<file path="src/cbd_map.vh">
// Register map, field layout, opcodes and cycle counts of the branch/transfer core.
// Assumes a 32-bit APB with byte addresses; included by the core, the address generator and the bench.
`ifndef CBD_MAP_VH
`define CBD_MAP_VH

// APB register offsets
`define CBD_REG_OP 12'h000
`define CBD_REG_IMM 12'h004
`define CBD_REG_FLAGS 12'h008
`define CBD_REG_PC 12'h00C
`define CBD_REG_SP 12'h010
`define CBD_REG_GSEL 12'h014
`define CBD_REG_GDATA 12'h018
`define CBD_REG_STAT 12'h01C

// Fields of the operation word
`define CBD_F_CODE 4:0
`define CBD_F_DST 9:5
`define CBD_F_SRC 14:10
`define CBD_F_PTR 16:15
`define CBD_F_MODE 18:17

// Flag bit positions
`define CBD_FL_USER 0
`define CBD_FL_SCARRY 1
`define CBD_FL_MASK 2

// Reset values
`define CBD_PC_RST 16'h0000
`define CBD_SP_RST 16'h0000
`define CBD_FLAGS_RST 3'h0

// Operation codes
`define CBD_OP_BR_UCLR 5'h00
`define CBD_OP_BR_SCSET 5'h01
`define CBD_OP_BR_SCCLR 5'h02
`define CBD_OP_BR_MEN 5'h03
`define CBD_OP_BR_MDIS 5'h04
`define CBD_OP_COPY 5'h05
`define CBD_OP_PAIR 5'h06
`define CBD_OP_LDI 5'h07
`define CBD_OP_LDIND 5'h08
`define CBD_OP_LDDISP 5'h09
`define CBD_OP_LDDIR 5'h0A
`define CBD_OP_STIND 5'h0B
`define CBD_OP_STDISP 5'h0C
`define CBD_OP_STDIR 5'h0D
`define CBD_OP_LPM 5'h0E
`define CBD_OP_SPM 5'h0F
`define CBD_OP_IN 5'h10
`define CBD_OP_OUT 5'h11
`define CBD_OP_PUSH 5'h12
`define CBD_OP_POP 5'h13

// Pointer selection
`define CBD_PTR_X 2'h1
`define CBD_PTR_Y 2'h2
`define CBD_PTR_Z 2'h3

// Address generator modes
`define CBD_AM_PLAIN 3'h0
`define CBD_AM_POSTINC 3'h1
`define CBD_AM_PREDEC 3'h2
`define CBD_AM_DISP 3'h3
`define CBD_AM_PUSH 3'h4
`define CBD_AM_POP 3'h5

// Execution lengths in clock cycles
`define CBD_CYC_ONE 8'h01
`define CBD_CYC_MEM 8'h02
`define CBD_CYC_PROG 8'h03
`define CBD_CYC_BR_TAKEN 8'h02

`endif

</file>
<file path="src/cbd_core.v">
// Branch and data-transfer execution core with an APB register port.
// Assumes data memory and program memory answer reads within the
// operation's length, the I/O space answers in the same cycle, and
// program-memory writes signal completion with a one-cycle pulse.
`timescale 1ns/100ps
`default_nettype none
`include "cbd_map.vh"

// What this block does
// - Branch to pc plus offset plus one when user flag is zero.
// - Branch to pc plus offset plus one when signed carry is one.
// - Branch to pc plus offset plus one when signed carry is zero.
// - Branch to pc plus offset plus one when mask enable is one.
// - Branch to pc plus offset plus one when mask enable is zero.
// - Indirect post-increment load reads pointed byte then bumps pointer; two cycles.
// - Indirect pre-decrement load lowers pointer first then reads; two cycles.
// - Displaced load reads pointer plus displacement, pointer kept; two cycles.
// - Direct load reads the constant address; two cycles.
// - Indirect post-increment store writes then bumps pointer; two cycles.
// - Indirect pre-decrement store lowers pointer then writes; two cycles.
// - Displaced store writes pointer plus displacement, pointer kept; two cycles.
// - Direct store writes the constant address; two cycles.
// - Program read loads byte at third pointer, optional increment; three cycles.
// - Push and pop each take two cycles, flags untouched.
// - Pop returns the most recently pushed byte.
module cbd_core (
	input wire i_clk, // System clock
	input wire i_rst_n, // Async reset, active low
	input wire i_psel, // APB select
	input wire i_penable, // APB enable
	input wire i_pwrite, // APB direction
	input wire [11:0] i_paddr, // APB byte address
	input wire [31:0] i_pwdata, // APB write data
	output reg o_pready, // APB ready
	output reg [31:0] o_prdata, // APB read data
	output reg o_pslverr, // APB error
	output reg o_busy, // Operation in progress
	output reg [15:0] o_dm_addr, // Data memory address
	output reg o_dm_re, // Data memory read, held
	output reg o_dm_we, // Data memory write pulse
	output reg [7:0] o_dm_wdata, // Data memory write byte
	input wire [7:0] i_dm_rdata, // Data memory read byte
	output reg [15:0] o_pm_addr, // Program memory byte address
	output reg o_pm_re, // Program memory read, held
	output reg o_pm_we, // Program memory write pulse
	output reg [15:0] o_pm_wdata, // Program memory write word
	input wire [7:0] i_pm_rdata, // Program memory read byte
	input wire i_pm_done, // Program write finished
	output reg [5:0] o_io_addr, // Port address
	output reg o_io_re, // Port read, held
	output reg o_io_we, // Port write pulse
	output reg [7:0] o_io_wdata, // Port write byte
	input wire [7:0] i_io_rdata // Port read byte
);

	localparam S_IDLE = 2'h0;
	localparam S_RUN = 2'h1;
	localparam S_PMW = 2'h2;

	reg [7:0] gpr [0:31];
	reg [15:0] pc;
	reg [15:0] sp;
	reg [2:0] flags;
	reg [15:0] imm;
	reg [4:0] gsel;
	reg [1:0] state;
	reg [7:0] cnt;
	reg [7:0] need;
	reg [7:0] last;
	reg [4:0] code;
	reg [4:0] dst;
	reg [4:0] src;
	reg [1:0] ptr;
	reg [2:0] amode;
	reg [15:0] nptr;
	reg [15:0] pc_fin;

	// ------------------------------------------------------------
	// Launch decode
	// ------------------------------------------------------------
	wire acc = i_psel & i_penable & o_pready;
	wire wr_acc = acc & i_pwrite & ~o_pslverr;
	wire [4:0] l_code = i_pwdata[`CBD_F_CODE];
	wire [4:0] l_dst = i_pwdata[`CBD_F_DST];
	wire [4:0] l_src = i_pwdata[`CBD_F_SRC];
	wire [1:0] l_mode = i_pwdata[`CBD_F_MODE];
	wire l_prog = (l_code == `CBD_OP_LPM) | (l_code == `CBD_OP_SPM);
	wire [1:0] l_ptr = l_prog ? `CBD_PTR_Z : i_pwdata[`CBD_F_PTR];
	wire [15:0] l_pval = {gpr[{2'b11, l_ptr, 1'b1}], gpr[{2'b11, l_ptr, 1'b0}]};
	wire launch = wr_acc & (i_paddr == `CBD_REG_OP);
	wire [15:0] br_off = {{9{imm[6]}}, imm[6:0]};
	wire done_run = (state == S_RUN) & (cnt == need);
	wire done_pmw = (state == S_PMW) & i_pm_done;
	wire finish = done_run | done_pmw;

	reg [15:0] l_base;
	reg [2:0] l_amode;
	reg [7:0] l_need;
	reg l_taken;
	reg l_bad;
	wire [15:0] a_addr;
	wire [15:0] a_next;

	always @* begin
		l_base = l_pval;
		l_amode = {1'b0, l_mode};
		l_need = `CBD_CYC_MEM;
		l_taken = 1'b0;
		l_bad = 1'b0;
		case (l_code)
			`CBD_OP_BR_UCLR: begin
				l_taken = ~flags[`CBD_FL_USER];
			end
			`CBD_OP_BR_SCSET: begin
				l_taken = flags[`CBD_FL_SCARRY];
			end
			`CBD_OP_BR_SCCLR: begin
				l_taken = ~flags[`CBD_FL_SCARRY];
			end
			`CBD_OP_BR_MEN: begin
				l_taken = flags[`CBD_FL_MASK];
			end
			`CBD_OP_BR_MDIS: begin
				l_taken = ~flags[`CBD_FL_MASK];
			end
			`CBD_OP_COPY, `CBD_OP_PAIR, `CBD_OP_LDI, `CBD_OP_IN, `CBD_OP_OUT: begin
				l_need = `CBD_CYC_ONE;
			end
			`CBD_OP_LDIND, `CBD_OP_STIND: begin
				// Only plain, post-increment and pre-decrement exist
				l_bad = (l_ptr == 2'h0) | (l_mode == 2'h3);
			end
			`CBD_OP_LDDISP, `CBD_OP_STDISP: begin
				l_amode = `CBD_AM_DISP;
				l_bad = (l_ptr != `CBD_PTR_Y) & (l_ptr != `CBD_PTR_Z);
			end
			`CBD_OP_LDDIR, `CBD_OP_STDIR: begin
				l_base = imm;
				l_amode = `CBD_AM_PLAIN;
			end
			`CBD_OP_LPM: begin
				l_amode = {2'b00, l_mode[0]};
				l_need = `CBD_CYC_PROG;
			end
			`CBD_OP_SPM: begin
				l_amode = `CBD_AM_PLAIN;
			end
			`CBD_OP_PUSH: begin
				l_base = sp;
				l_amode = `CBD_AM_PUSH;
			end
			`CBD_OP_POP: begin
				l_base = sp;
				l_amode = `CBD_AM_POP;
			end
			default: begin
				l_bad = 1'b1;
			end
		endcase
		if (l_code <= `CBD_OP_BR_MDIS) begin
			l_need = l_taken ? `CBD_CYC_BR_TAKEN : `CBD_CYC_ONE;
		end
	end

	cbd_agen #(
		.AW(16)
	) u_agen (
		.i_base(l_base),
		.i_mode(l_amode),
		.i_disp(imm[5:0]),
		.o_addr(a_addr),
		.o_next(a_next)
	);

	// ------------------------------------------------------------
	// APB slave
	// ------------------------------------------------------------
	// Registered answer: decoded in setup, shown in the access cycle
	reg [31:0] rd_mux;
	reg rd_err;

	always @* begin
		rd_mux = 32'h00000000;
		rd_err = 1'b0;
		case (i_paddr)
			`CBD_REG_OP: rd_mux = {27'h0000000, code};
			`CBD_REG_IMM: rd_mux = {16'h0000, imm};
			`CBD_REG_FLAGS: rd_mux = {29'h00000000, flags};
			`CBD_REG_PC: rd_mux = {16'h0000, pc};
			`CBD_REG_SP: rd_mux = {16'h0000, sp};
			`CBD_REG_GSEL: rd_mux = {27'h0000000, gsel};
			`CBD_REG_GDATA: rd_mux = {24'h000000, gpr[gsel]};
			`CBD_REG_STAT: rd_mux = {16'h0000, last, 7'h00, o_busy};
			default: rd_err = 1'b1;
		endcase
		// Writes while busy would race the running operation
		if (i_pwrite & (o_busy | finish)) begin
			rd_err = 1'b1;
		end
		if (i_pwrite & (i_paddr == `CBD_REG_OP) & l_bad) begin
			rd_err = 1'b1;
		end
	end

	always @(posedge i_clk or negedge i_rst_n) begin
		if (!i_rst_n) begin
			o_pready <= 1'b0;
			o_prdata <= 32'h00000000;
			o_pslverr <= 1'b0;
		end else if (i_psel & ~i_penable) begin
			o_pready <= 1'b1;
			o_prdata <= i_pwrite ? 32'h00000000 : rd_mux;
			o_pslverr <= rd_err;
		end else begin
			o_pready <= 1'b0;
			o_pslverr <= 1'b0;
		end
	end

	// ------------------------------------------------------------
	// Sequencer and memory requests
	// ------------------------------------------------------------
	always @(posedge i_clk or negedge i_rst_n) begin
		if (!i_rst_n) begin
			state <= S_IDLE;
			o_busy <= 1'b0;
			cnt <= 8'h00;
			need <= 8'h00;
			last <= 8'h00;
			code <= 5'h00;
			dst <= 5'h00;
			src <= 5'h00;
			ptr <= 2'h0;
			amode <= 3'h0;
			nptr <= 16'h0000;
			pc_fin <= 16'h0000;
			pc <= `CBD_PC_RST;
			sp <= `CBD_SP_RST;
			flags <= `CBD_FLAGS_RST;
			imm <= 16'h0000;
			gsel <= 5'h00;
			o_dm_addr <= 16'h0000;
			o_dm_re <= 1'b0;
			o_dm_we <= 1'b0;
			o_dm_wdata <= 8'h00;
			o_pm_addr <= 16'h0000;
			o_pm_re <= 1'b0;
			o_pm_we <= 1'b0;
			o_pm_wdata <= 16'h0000;
			o_io_addr <= 6'h00;
			o_io_re <= 1'b0;
			o_io_we <= 1'b0;
			o_io_wdata <= 8'h00;
		end else begin
			// Write strobes last exactly one cycle
			o_dm_we <= 1'b0;
			o_pm_we <= 1'b0;
			o_io_we <= 1'b0;
			if (wr_acc) begin
				case (i_paddr)
					`CBD_REG_IMM: imm <= i_pwdata[15:0];
					`CBD_REG_FLAGS: flags <= i_pwdata[2:0];
					`CBD_REG_PC: pc <= i_pwdata[15:0];
					`CBD_REG_SP: sp <= i_pwdata[15:0];
					`CBD_REG_GSEL: gsel <= i_pwdata[4:0];
					default: gsel <= gsel;
				endcase
			end
			case (state)
				S_IDLE: begin
					if (launch) begin
						state <= (l_code == `CBD_OP_SPM) ? S_PMW : S_RUN;
						o_busy <= 1'b1;
						cnt <= 8'h01;
						need <= l_need;
						code <= l_code;
						dst <= l_dst;
						src <= l_src;
						ptr <= l_ptr;
						amode <= l_amode;
						nptr <= a_next;
						// Branch target or next sequential word
						pc_fin <= l_taken ? (pc + br_off + 16'h0001) : (pc + 16'h0001);
						o_dm_addr <= a_addr;
						o_dm_wdata <= gpr[l_src];
						o_dm_re <= (l_code == `CBD_OP_LDIND) | (l_code == `CBD_OP_LDDISP)
							| (l_code == `CBD_OP_LDDIR) | (l_code == `CBD_OP_POP);
						o_dm_we <= (l_code == `CBD_OP_STIND) | (l_code == `CBD_OP_STDISP)
							| (l_code == `CBD_OP_STDIR) | (l_code == `CBD_OP_PUSH);
						o_pm_addr <= a_addr;
						o_pm_re <= (l_code == `CBD_OP_LPM);
						o_pm_we <= (l_code == `CBD_OP_SPM);
						o_pm_wdata <= {gpr[1], gpr[0]};
						o_io_addr <= imm[5:0];
						o_io_wdata <= gpr[l_src];
						o_io_re <= (l_code == `CBD_OP_IN);
						o_io_we <= (l_code == `CBD_OP_OUT);
					end
				end
				S_RUN, S_PMW: begin
					if (cnt != 8'hFF) begin
						cnt <= cnt + 8'h01;
					end
					if (finish) begin
						state <= S_IDLE;
						o_busy <= 1'b0;
						last <= cnt;
						pc <= pc_fin;
						o_dm_re <= 1'b0;
						o_pm_re <= 1'b0;
						o_io_re <= 1'b0;
						if ((code == `CBD_OP_PUSH) | (code == `CBD_OP_POP)) begin
							sp <= nptr;
						end
					end
				end
				default: begin
					state <= S_IDLE;
					o_busy <= 1'b0;
				end
			endcase
		end
	end

	// ------------------------------------------------------------
	// Register file write-back
	// ------------------------------------------------------------
	// No reset: contents are data, not control
	wire ptr_upd = ((code == `CBD_OP_LDIND) | (code == `CBD_OP_STIND)
		| (code == `CBD_OP_LPM)) & ((amode == `CBD_AM_POSTINC) | (amode == `CBD_AM_PREDEC));
	wire [4:0] ptr_lo = {2'b11, ptr, 1'b0};
	wire [4:0] ptr_hi = {2'b11, ptr, 1'b1};
	wire [4:0] dpair = {dst[4:1], 1'b0};
	wire [4:0] spair = {src[4:1], 1'b0};
	wire [4:0] dpair_hi = {dst[4:1], 1'b1};
	wire [4:0] spair_hi = {src[4:1], 1'b1};

	always @(posedge i_clk) begin
		if (wr_acc & (i_paddr == `CBD_REG_GDATA)) begin
			gpr[gsel] <= i_pwdata[7:0];
		end
		if (done_run) begin
			// Pointer first, so a loaded byte wins on overlap
			if (ptr_upd) begin
				gpr[ptr_lo] <= nptr[7:0];
				gpr[ptr_hi] <= nptr[15:8];
			end
			case (code)
				`CBD_OP_COPY: begin
					gpr[dst] <= gpr[src];
				end
				`CBD_OP_PAIR: begin
					gpr[dpair] <= gpr[spair];
					gpr[dpair_hi] <= gpr[spair_hi];
				end
				`CBD_OP_LDI: begin
					gpr[dst] <= imm[7:0];
				end
				`CBD_OP_IN: begin
					gpr[dst] <= i_io_rdata;
				end
				`CBD_OP_LDIND, `CBD_OP_LDDISP, `CBD_OP_LDDIR, `CBD_OP_POP: begin
					gpr[dst] <= i_dm_rdata;
				end
				`CBD_OP_LPM: begin
					gpr[dst] <= i_pm_rdata;
				end
				default: begin
					gpr[dst] <= gpr[dst];
				end
			endcase
		end
	end

endmodule // cbd_core
`default_nettype wire

</file>
<file path="src/cbd_agen.v">
// Address generator: effective address and updated base for one access.
// Pure combinational; the caller registers both results.
`timescale 1ns/100ps
`default_nettype none
`include "cbd_map.vh"

module cbd_agen #(
	parameter AW = 16
) (
	input wire [AW-1:0] i_base, // Pointer, stack pointer or constant
	input wire [2:0] i_mode, // Address mode
	input wire [5:0] i_disp, // Unsigned displacement
	output reg [AW-1:0] o_addr, // Address to access
	output reg [AW-1:0] o_next // Base after the access
);

	always @* begin
		o_addr = i_base;
		o_next = i_base;
		case (i_mode)
			`CBD_AM_POSTINC: begin
				o_next = i_base + 1'b1;
			end
			`CBD_AM_PREDEC: begin
				// Decrement before use, so both results agree
				o_addr = i_base - 1'b1;
				o_next = i_base - 1'b1;
			end
			`CBD_AM_DISP: begin
				o_addr = i_base + {{(AW-6){1'b0}}, i_disp};
			end
			`CBD_AM_PUSH: begin
				o_next = i_base - 1'b1;
			end
			`CBD_AM_POP: begin
				o_addr = i_base + 1'b1;
				o_next = i_base + 1'b1;
			end
			default: begin
				o_addr = i_base;
			end
		endcase
	end

endmodule // cbd_agen
`default_nettype wire

</file>
<file path="config.mk">
export PLATFORM = sky130hd
export DESIGN_NAME = cbd_core
export DESIGN_NICKNAME = d
export VERILOG_FILES = /design/src/cbd_core.v /design/src/cbd_agen.v
export VERILOG_INCLUDE_DIRS = /design/src
export SDC_FILE = /design/constraint.sdc
export NUM_CORES = 2
export LEC_CHECK = 0
export ABC_CLOCK_PERIOD_IN_PS = 3460
export BUFFER_PORTS_ARGS = -buffer_cell sky130_fd_sc_hd__buf_2
export CAP_MARGIN = 15
export CORE_UTILIZATION = 40
export CTS_CLUSTER_SIZE = 28
export DETAILED_ROUTE_END_ITERATION = 16
export PLACE_DENSITY = 0.62
export RECOVER_POWER = 25
export SYNTH_ARGS = -nofsm -noshare
export SYNTH_HDL_FRONTEND = slang
export SYNTH_SLANG_ARGS = --single-unit
export TNS_END_PERCENT = 100
</file>
<file path="constraint.sdc">
create_clock -name i_clk -period 3.46 [get_ports i_clk]
set_clock_uncertainty 0.05 [all_clocks]
set_input_delay 0.692 -clock i_clk [delete_from_list [all_inputs] [get_ports i_clk]]
set_output_delay 0.692 -clock i_clk [all_outputs]
set_load 0.03 [all_outputs]
</file>
==> Word-level counts from Yosys, hierarchy flattened <==
Memories as Yosys holds them, arrays and structs flattened. A register that Yosys moved wholly into a read port is not among the register bits.
Cells that the tools add are included.
{ "op_classes": {"addsub": 7, "reduce_logical": 32, "bitwise_logic": 47, "n_eq_ne": 58, "shift": 0, "order_cmp": 1, "div_mod_pow": 0, "multipliers": 0, "n_mux": 86} }
{ "ops": {"columns": ["op", "n"], "rows": [
  ["$mux W16", 10],
  ["$pmux W16 S8", 1],
  ["$mux W8", 10],
  ["$eq A5 B4 Y1 const B", 13],
  ["$pmux W16 S2", 2],
  ["$add A16 B1 Y16 const B", 3],
  ["$eq A12 B5 Y1 const B", 4],
  ["$pmux W16 S3", 1],
  ["$mux W1", 44],
  ["$eq A5 B3 Y1 const B", 7],
  ["$eq A5 B5 Y1 const B", 7],
  ["$mux W32", 1],
  ["$eq A12 B4 Y1 const B", 2],
  ["$reduce_or A8 Y1", 3],
  ["$and A1 B1 Y1", 20],
  ["$or A1 B1 Y1", 19],
  ["$add A16 B16 Y16", 1],
  ["$add A16 B6 Y16", 1],
  ["$pmux W8 S2", 1],
  ["$reduce_or A16 Y1", 1],
  ["$sub A16 B1 Y16 const B", 1],
  ["$eq A5 B5 Y1", 3],
  ["$pmux W3 S5", 1],
  ["$reduce_and A2 Y1", 7],
  ["other kinds (32)", 68]
]} }
{ "word_totals": {"inputBits": 74, "ramBits": 256, "word_cells": 260, "latch_bits": 0, "mem_count": 1, "register_bits": 197, "mem_bits_ro": 0} }
{ "memory_table": {"columns": ["memory", "words", "word_bits", "rd", "rd_ports_with_merged_regs", "write_ports", "line_no", "text"], "rows": [
  ["gpr", 32, 8, 9, 3, 4, "cbd_core.v:60", "reg [7:0] gpr [0:31];"]
]} }

==> Longest topological paths before layout <==
{ "depth": {"depth_word": 9, "mapped_depth": 19, "mapped_depth_nobuf": 16} }

==> Modules after synthesis <==
Synthesis repeated with hierarchy kept, for this count alone.
{ "unflattened": {"hier_cells": 3536, "hier_area_um2": 35696.7} }
{ "by_module_without_submodules": {"columns": ["mod", "n_inst", "area_each_um2", "seq_area_each_um2", "cells_each"], "rows": [
  ["cbd_core", 1, 33733.6, 12667.1, 3244],
  ["cbd_agen", 1, 1963.1, 0.0, 292]
]} }

==> Worst setup path after synthesis <==
OpenSTA, ideal clock, no wires.
{ "synth_path": {"path_kind": "input-to-reg", "start": "input port i_pwdata[0]", "end": "register o_pm_addr[12]", "arrival_ns": 4.012, "setup_ns": 0.129, "slack_ns": -0.730, "cell_stages": 17, "cell_sequence": "or3b_1 > a211oi_2 > nor2_2 > a222oi_1 > buf_2 > inv_1 > ha_1 > fa_1 > a21o_1 > a21oi_1 > o21bai_1 > a21oi_1 > nor2_1 > nand3_1 > xor2_1 > a221oi_1 > a21oi_1"} }
{ "synth_via": {"elab_chain_len": 7, "word_cells_on_any_way": 24, "classes_between": "3 x add/sub; 11 x eq/ne; 4 x mux; 1 x bitwise; 4 x reduce/logical; 1 x memory"} }
{ "synth_rtl": {"columns": ["item", "line_no", "text"], "rows": [
  ["from (decl)", "cbd_core.v:33", "input wire [31:0] i_pwdata,"],
  ["$eq A5 B4 Y1", "cbd_core.v:110", "case (l_code)"],
  ["$or A1 B1 Y1", "cbd_core.v:87", "wire l_prog = (l_code == `CBD_OP_LPM) | (l_code == `CBD_OP_SPM);"],
  ["$mux W2", "cbd_core.v:88", "wire [1:0] l_ptr = l_prog ? `CBD_PTR_Z : i_pwdata[`CBD_F_PTR];"],
  ["$mem_v2 Z32 W8", null, null],
  ["$pmux W16 S2", "cbd_core.v:110", null],
  ["$add A16 B1 Y16 (tied with other cells)", "cbd_agen.v:36", "o_addr = i_base + 1'b1;"],
  ["$pmux W16 S3 (*)", "cbd_agen.v:20", "case (i_mode)"],
  ["to (signal assigned)", "cbd_core.v:290", "o_pm_addr <= a_addr;"],
  ["to (decl)", "cbd_core.v:43", "output reg [15:0] o_pm_addr,"]
]} }
Mark *: on every way between the ends. The rest lies on a longest branch, timed or not.
A chain may end at the register's enable or synchronous reset.

==> metrics.txt <==
# TYPE chip_impl_metric gauge
chip_impl_info{name="run_status",value="complete, but fails checks"} 1
chip_impl_info{name="violations",value="capacitance limit, slew limit, setup timing"} 1
chip_impl_metric{name="detailed_place_hpwl",unit="mm"} 124
chip_impl_metric{name="number_of_ports_placed_on_the_die_boundary",unit=""} 185
chip_impl_info{name="clock_root_buffer_master",value="sky130_fd_sc_hd__clkbuf_16"} 1
chip_impl_metric{name="grt_util_met3",unit="%"} 10.3
chip_impl_metric{name="synth_cell_types",unit=""} 86
chip_impl_metric{name="hold_violations",unit=""} 0
chip_impl_metric{name="maximum_number_of_pins_on_one_net_before_global_route_repair",unit=""} 103
chip_impl_metric{name="slew_headroom",unit="%"} -40.2
chip_impl_metric{name="number_of_instances_in_the_synthesized_netlist",unit=""} 3422
chip_impl_info{name="timing_worst_setup_path_type",value="reg -> reg"} 1
chip_impl_metric{name="gr_util_met1",unit="%"} 49.6
chip_impl_metric{name="port-buffer-count",unit=""} 155
chip_impl_info{name="holdCritPathClass",value="in -> reg"} 1
chip_impl_metric{name="post_drt_via_cell_ratio",unit=""} 6.62
chip_impl_metric{name="layout.filler_cells",unit=""} 7592
chip_impl_info{name="tritoncts",value="done"} 1
chip_impl_metric{name="layout.area.seq",unit="µm²"} 12700
chip_impl_metric{name="global_route.overflow_total",unit=""} 0
chip_impl_metric{name="clk_pin_slew_worst_paths",unit="ps"} 60
chip_impl_metric{name="async_flop_share",unit="%"} 43.7
chip_impl_metric{name="number_of_enable_type_register_cells_in_the_synthesized_netlist",unit=""} 256
chip_impl_info{name="post-synth-top-area-cell",value="sky130_fd_sc_hd__edfxtp_1"} 1
chip_impl_metric{name="ys_ff_latch",unit=""} 455
chip_impl_info{name="layout_common_cells",value="511 x sky130_fd_sc_hd__buf_4, 396 x sky130_fd_sc_hd__nand2_1, 341 x sky130_fd_sc_hd__o21ai_0"} 1
chip_impl_metric{name="routabilityCongestion",unit=""} 1.18
chip_impl_metric{name="drt-wirelength-per-cell",unit="µm"} 33.2
chip_impl_metric{name="total_switching_power",unit="mW"} 4.39
chip_impl_metric{name="sw_frac_of_total",unit="%"} 30.0
chip_impl_info{name="top_usage_layer",value="met2"} 1
chip_impl_metric{name="totalPowerFinal",unit="mW"} 14.6
chip_impl_info{name="crit_path_start_kind",value="flop"} 1
chip_impl_metric{name="initial_core_utilization",unit="%"} 40.5
chip_impl_metric{name="vdd.ir_drop.worst",unit="mV"} 0.455
chip_impl_metric{name="floorplan.die_area",unit="µm²"} 87700
chip_impl_metric{name="drt_pre_antenna_iters",unit=""} 6
chip_impl_info{name="critPathCaptureType",value="flop"} 1
chip_impl_metric{name="dieHeight",unit="µm"} 296
chip_impl_metric{name="antenna_violations_before_repair",unit=""} 10
chip_impl_metric{name="grt_pass1_wl",unit="mm"} 230
chip_impl_metric{name="period_minus_slack",unit="ps"} 3850
chip_impl_metric{name="layout-drive-gt1-share",unit="%"} 38.9
chip_impl_info{name="mostFrequentLayoutCell",value="sky130_fd_sc_hd__buf_4"} 1
chip_impl_metric{name="avgSynthCellArea",unit="µm²"} 10.1
chip_impl_metric{name="core.rowCount",unit=""} 107
chip_impl_metric{name="netlist.area_leader.share",unit="%"} 22.2
chip_impl_metric{name="ys_warn_count",unit=""} 0
chip_impl_metric{name="bufs_on_longest_clock_path",unit=""} 3
chip_impl_metric{name="core_region_area",unit="µm²"} 85400
chip_impl_metric{name="slew_violations",unit=""} 80
chip_impl_metric{name="synth_seq_area_share",unit="%"} 36.6
chip_impl_metric{name="worst-slew-pin-transition",unit="ps"} 2100
chip_impl_metric{name="cts-buffers-inserted",unit=""} 55
chip_impl_metric{name="grt_use_total",unit="%"} 37.0
chip_impl_metric{name="areaGrowthSynthToFinish",unit="%"} 28.5
chip_impl_metric{name="clkSinkCount",unit=""} 455
chip_impl_metric{name="ant_nets",unit=""} 0
chip_impl_metric{name="p_seq_share",unit="%"} 42.5
chip_impl_metric{name="drt_first_iter_violations",unit=""} 5246
chip_impl_metric{name="timing.reg2reg.setup_slack",unit="ps"} -390
chip_impl_metric{name="grt.met2_usage",unit="%"} 53.5
chip_impl_metric{name="num_vias",unit=""} 34000
chip_impl_metric{name="die_w",unit="µm"} 296
chip_impl_metric{name="p_per_area",unit="nW/µm²"} 329
chip_impl_metric{name="max_capacitance_violation_count",unit=""} 1
chip_impl_metric{name="finalHoldWorstSlack",unit="ps"} 266
chip_impl_metric{name="final.setup.tns",unit="ps"} -54720
chip_impl_metric{name="via_count_of_the_first_global_routing_pass",unit=""} 30700
chip_impl_metric{name="p_leak",unit="nW"} 17.3
chip_impl_metric{name="postPlaceCellArea",unit="µm²"} 40600
chip_impl_metric{name="crit_required",unit="ps"} 3800
chip_impl_metric{name="timing.fmax",unit="GHz"} 0.260
chip_impl_metric{name="place_ws",unit="ps"} -620
chip_impl_metric{name="num-nets-final",unit=""} 4034
chip_impl_metric{name="htreeDepth",unit=""} 2
chip_impl_metric{name="postRouteWirelength",unit="mm"} 170
chip_impl_metric{name="timing.final.setup_violations",unit=""} 260
chip_impl_metric{name="clock_power_share",unit="%"} 39.5
chip_impl_info{name="ys_top_cells_by_area",value="sky130_fd_sc_hd__edfxtp_1 22%, sky130_fd_sc_hd__mux4_2 20%, sky130_fd_sc_hd__dfrtp_1 14%"} 1
chip_impl_info{name="rsz0062_at_grt",value="true"} 1
chip_impl_metric{name="internal_power",unit="mW"} 10.2
chip_impl_metric{name="worst_slack",unit="ps"} -392
chip_impl_metric{name="crit_arrival",unit="ps"} 4190
chip_impl_metric{name="multi_input_gate_area",unit="µm²"} 21800
chip_impl_metric{name="final_cell_area",unit="µm²"} 44500
chip_impl_metric{name="combinationalPowerShare",unit="%"} 18.0
chip_impl_metric{name="mappedNetlistArea",unit="µm²"} 34600
chip_impl_metric{name="drt_drc_violations_left",unit=""} 0
chip_impl_metric{name="timing.final.crit_share",unit="%"} 111
chip_impl_info{name="synthFlopType",value="sky130_fd_sc_hd__edfxtp_1"} 1
chip_impl_metric{name="crit_path_max_fanout",unit=""} 8
chip_impl_metric{name="insertion_delay",unit="ps"} 660
-- logic make-up after synthesis --
kind of cell	share of synthesized area (%)
xor gates and xnor gates	1.75
AOI/OAI and AO/OA	15.8
other	0.0108
and+or+nand+nor	13.8
buffers and inverters	4.73
DFF	36.6
muxes	26.1
adders and majority gates	1.13
-- worst paths after layout --
kind                       depth (start not counted)  startpoint    endpoint
max                                               12      src[1]  gpr[30][3]
min                                                3    i_pwrite   o_pslverr
max reg2reg                                       12      src[1]  gpr[30][3]
min reg2reg                                        2   pc_fin[8]   pc_fin[8]
max in group asynchronous                          3     i_rst_n    nptr[13]
min in group asynchronous                          2     i_rst_n   pc_fin[6]
-- layout make-up --
class                           instances  share of cell area (%)
Sequential cell                       455                    28.5
Multi-Input combinational cell       2604                    48.9
Antenna cell                            5                  0.0281
Clock buffer                           71                    3.30
Inverter                               39                   0.335
Clock inverter                         32                   0.633
Tap cell                             1144                    3.22
Timing Repair Buffer                  775                    15.0
-- routing by layer --
metal  vias up  part of all wire [%]
met1     16600                    37
met2      2765                    41
met3       562                    14
met4        14                   7.7
met5         -                  0.16
li1      14000                     -
-- power groups by stage --
stage / sequential (mW) / combinational [mW] / clock, mW
2_1_floorplan: 6.19 / 1.58 / 0
3_3_place_gp: 6.32 / 2.47 / 0
3_5_place_dp: 6.32 / 2.50 / 0
4_1_cts: 6.21 / 2.52 / 5.82
5_1_grt: 6.22 / 2.84 / 6.01
6_report: 6.22 / 2.63 / 5.79
-- cells in the mapped netlist (20+ instances only) --
| cell type | instances |
|---|---|
| sky130_fd_sc_hd__nand2b_1 | 73 |
| sky130_fd_sc_hd__buf_2 | 40 |
| sky130_fd_sc_hd__buf_1 | 33 |
| sky130_fd_sc_hd__edfxtp_1 | 256 |
| sky130_fd_sc_hd__mux4_2 | 304 |
| sky130_fd_sc_hd__ha_1 | 28 |
| sky130_fd_sc_hd__clkbuf_1 | 222 |
| sky130_fd_sc_hd__a31oi_1 | 20 |
| sky130_fd_sc_hd__mux2i_1 | 65 |
| sky130_fd_sc_hd__nor2_1 | 330 |
| sky130_fd_sc_hd__a21oi_1 | 283 |
| sky130_fd_sc_hd__a22oi_1 | 35 |
| sky130_fd_sc_hd__xnor2_1 | 47 |
| sky130_fd_sc_hd__dfrtp_1 | 199 |
| sky130_fd_sc_hd__xor2_1 | 22 |
| sky130_fd_sc_hd__a221oi_1 | 21 |
| sky130_fd_sc_hd__buf_4 | 43 |
| sky130_fd_sc_hd__o21ai_0 | 355 |
| sky130_fd_sc_hd__inv_1 | 33 |
| sky130_fd_sc_hd__o211ai_1 | 33 |
| sky130_fd_sc_hd__mux2_2 | 137 |
| sky130_fd_sc_hd__nand3_1 | 86 |
| sky130_fd_sc_hd__nand2_1 | 401 |
| sky130_fd_sc_hd__nor2b_1 | 23 |
| sky130_fd_sc_hd__nor3_1 | 29 |
-- flip-flops by register name, summed over array words and instances, names as in the netlist, 5 cells and up --
register,count
cnt,8
code,5
dst,5
gpr,256
gsel,5
imm,16
last,8
nptr,16
o_io_addr,6
o_io_wdata,8
o_pm_addr,16
o_pm_wdata,16
o_prdata,16
pc,16
pc_fin,16
sp,16
src,5
-- worst max-delay path, stage by stage, from the launching register on --
cell and delay, ps:
sky130_fd_sc_hd__dfrtp_4 440, sky130_fd_sc_hd__buf_12 160, sky130_fd_sc_hd__buf_6 110, sky130_fd_sc_hd__buf_12 130
sky130_fd_sc_hd__mux4_2 550, sky130_fd_sc_hd__mux4_2 540, sky130_fd_sc_hd__mux2_4 330, sky130_fd_sc_hd__mux2i_4 180
sky130_fd_sc_hd__o211ai_1 120, sky130_fd_sc_hd__o21ai_1 160, sky130_fd_sc_hd__o21ai_4 230, sky130_fd_sc_hd__buf_12 230
sky130_fd_sc_hd__mux2_4 290
-- stage by stage --
step                      utilization [%]  std cells
after global routing                 52.0       5122
after global placement               47.6       4956
after detailed placement             47.6       4956
after floorplan                         -       3437
final                                52.1       5125
after CTS                            50.1       5074
-- timing repair --
action | 4_1_cts | 5_1_grt
hold buffers | 1 | 0
gates cloned | 3 | 14
resized for setup | 66 | 288
hold endpoints to repair | 7 | 0
buffers inserted | 11 | 37
endpoints found under the setup margin | 260 | 315
pin swaps | 1 | 78
No activity file was read; power rests on OpenSTA's default activity.
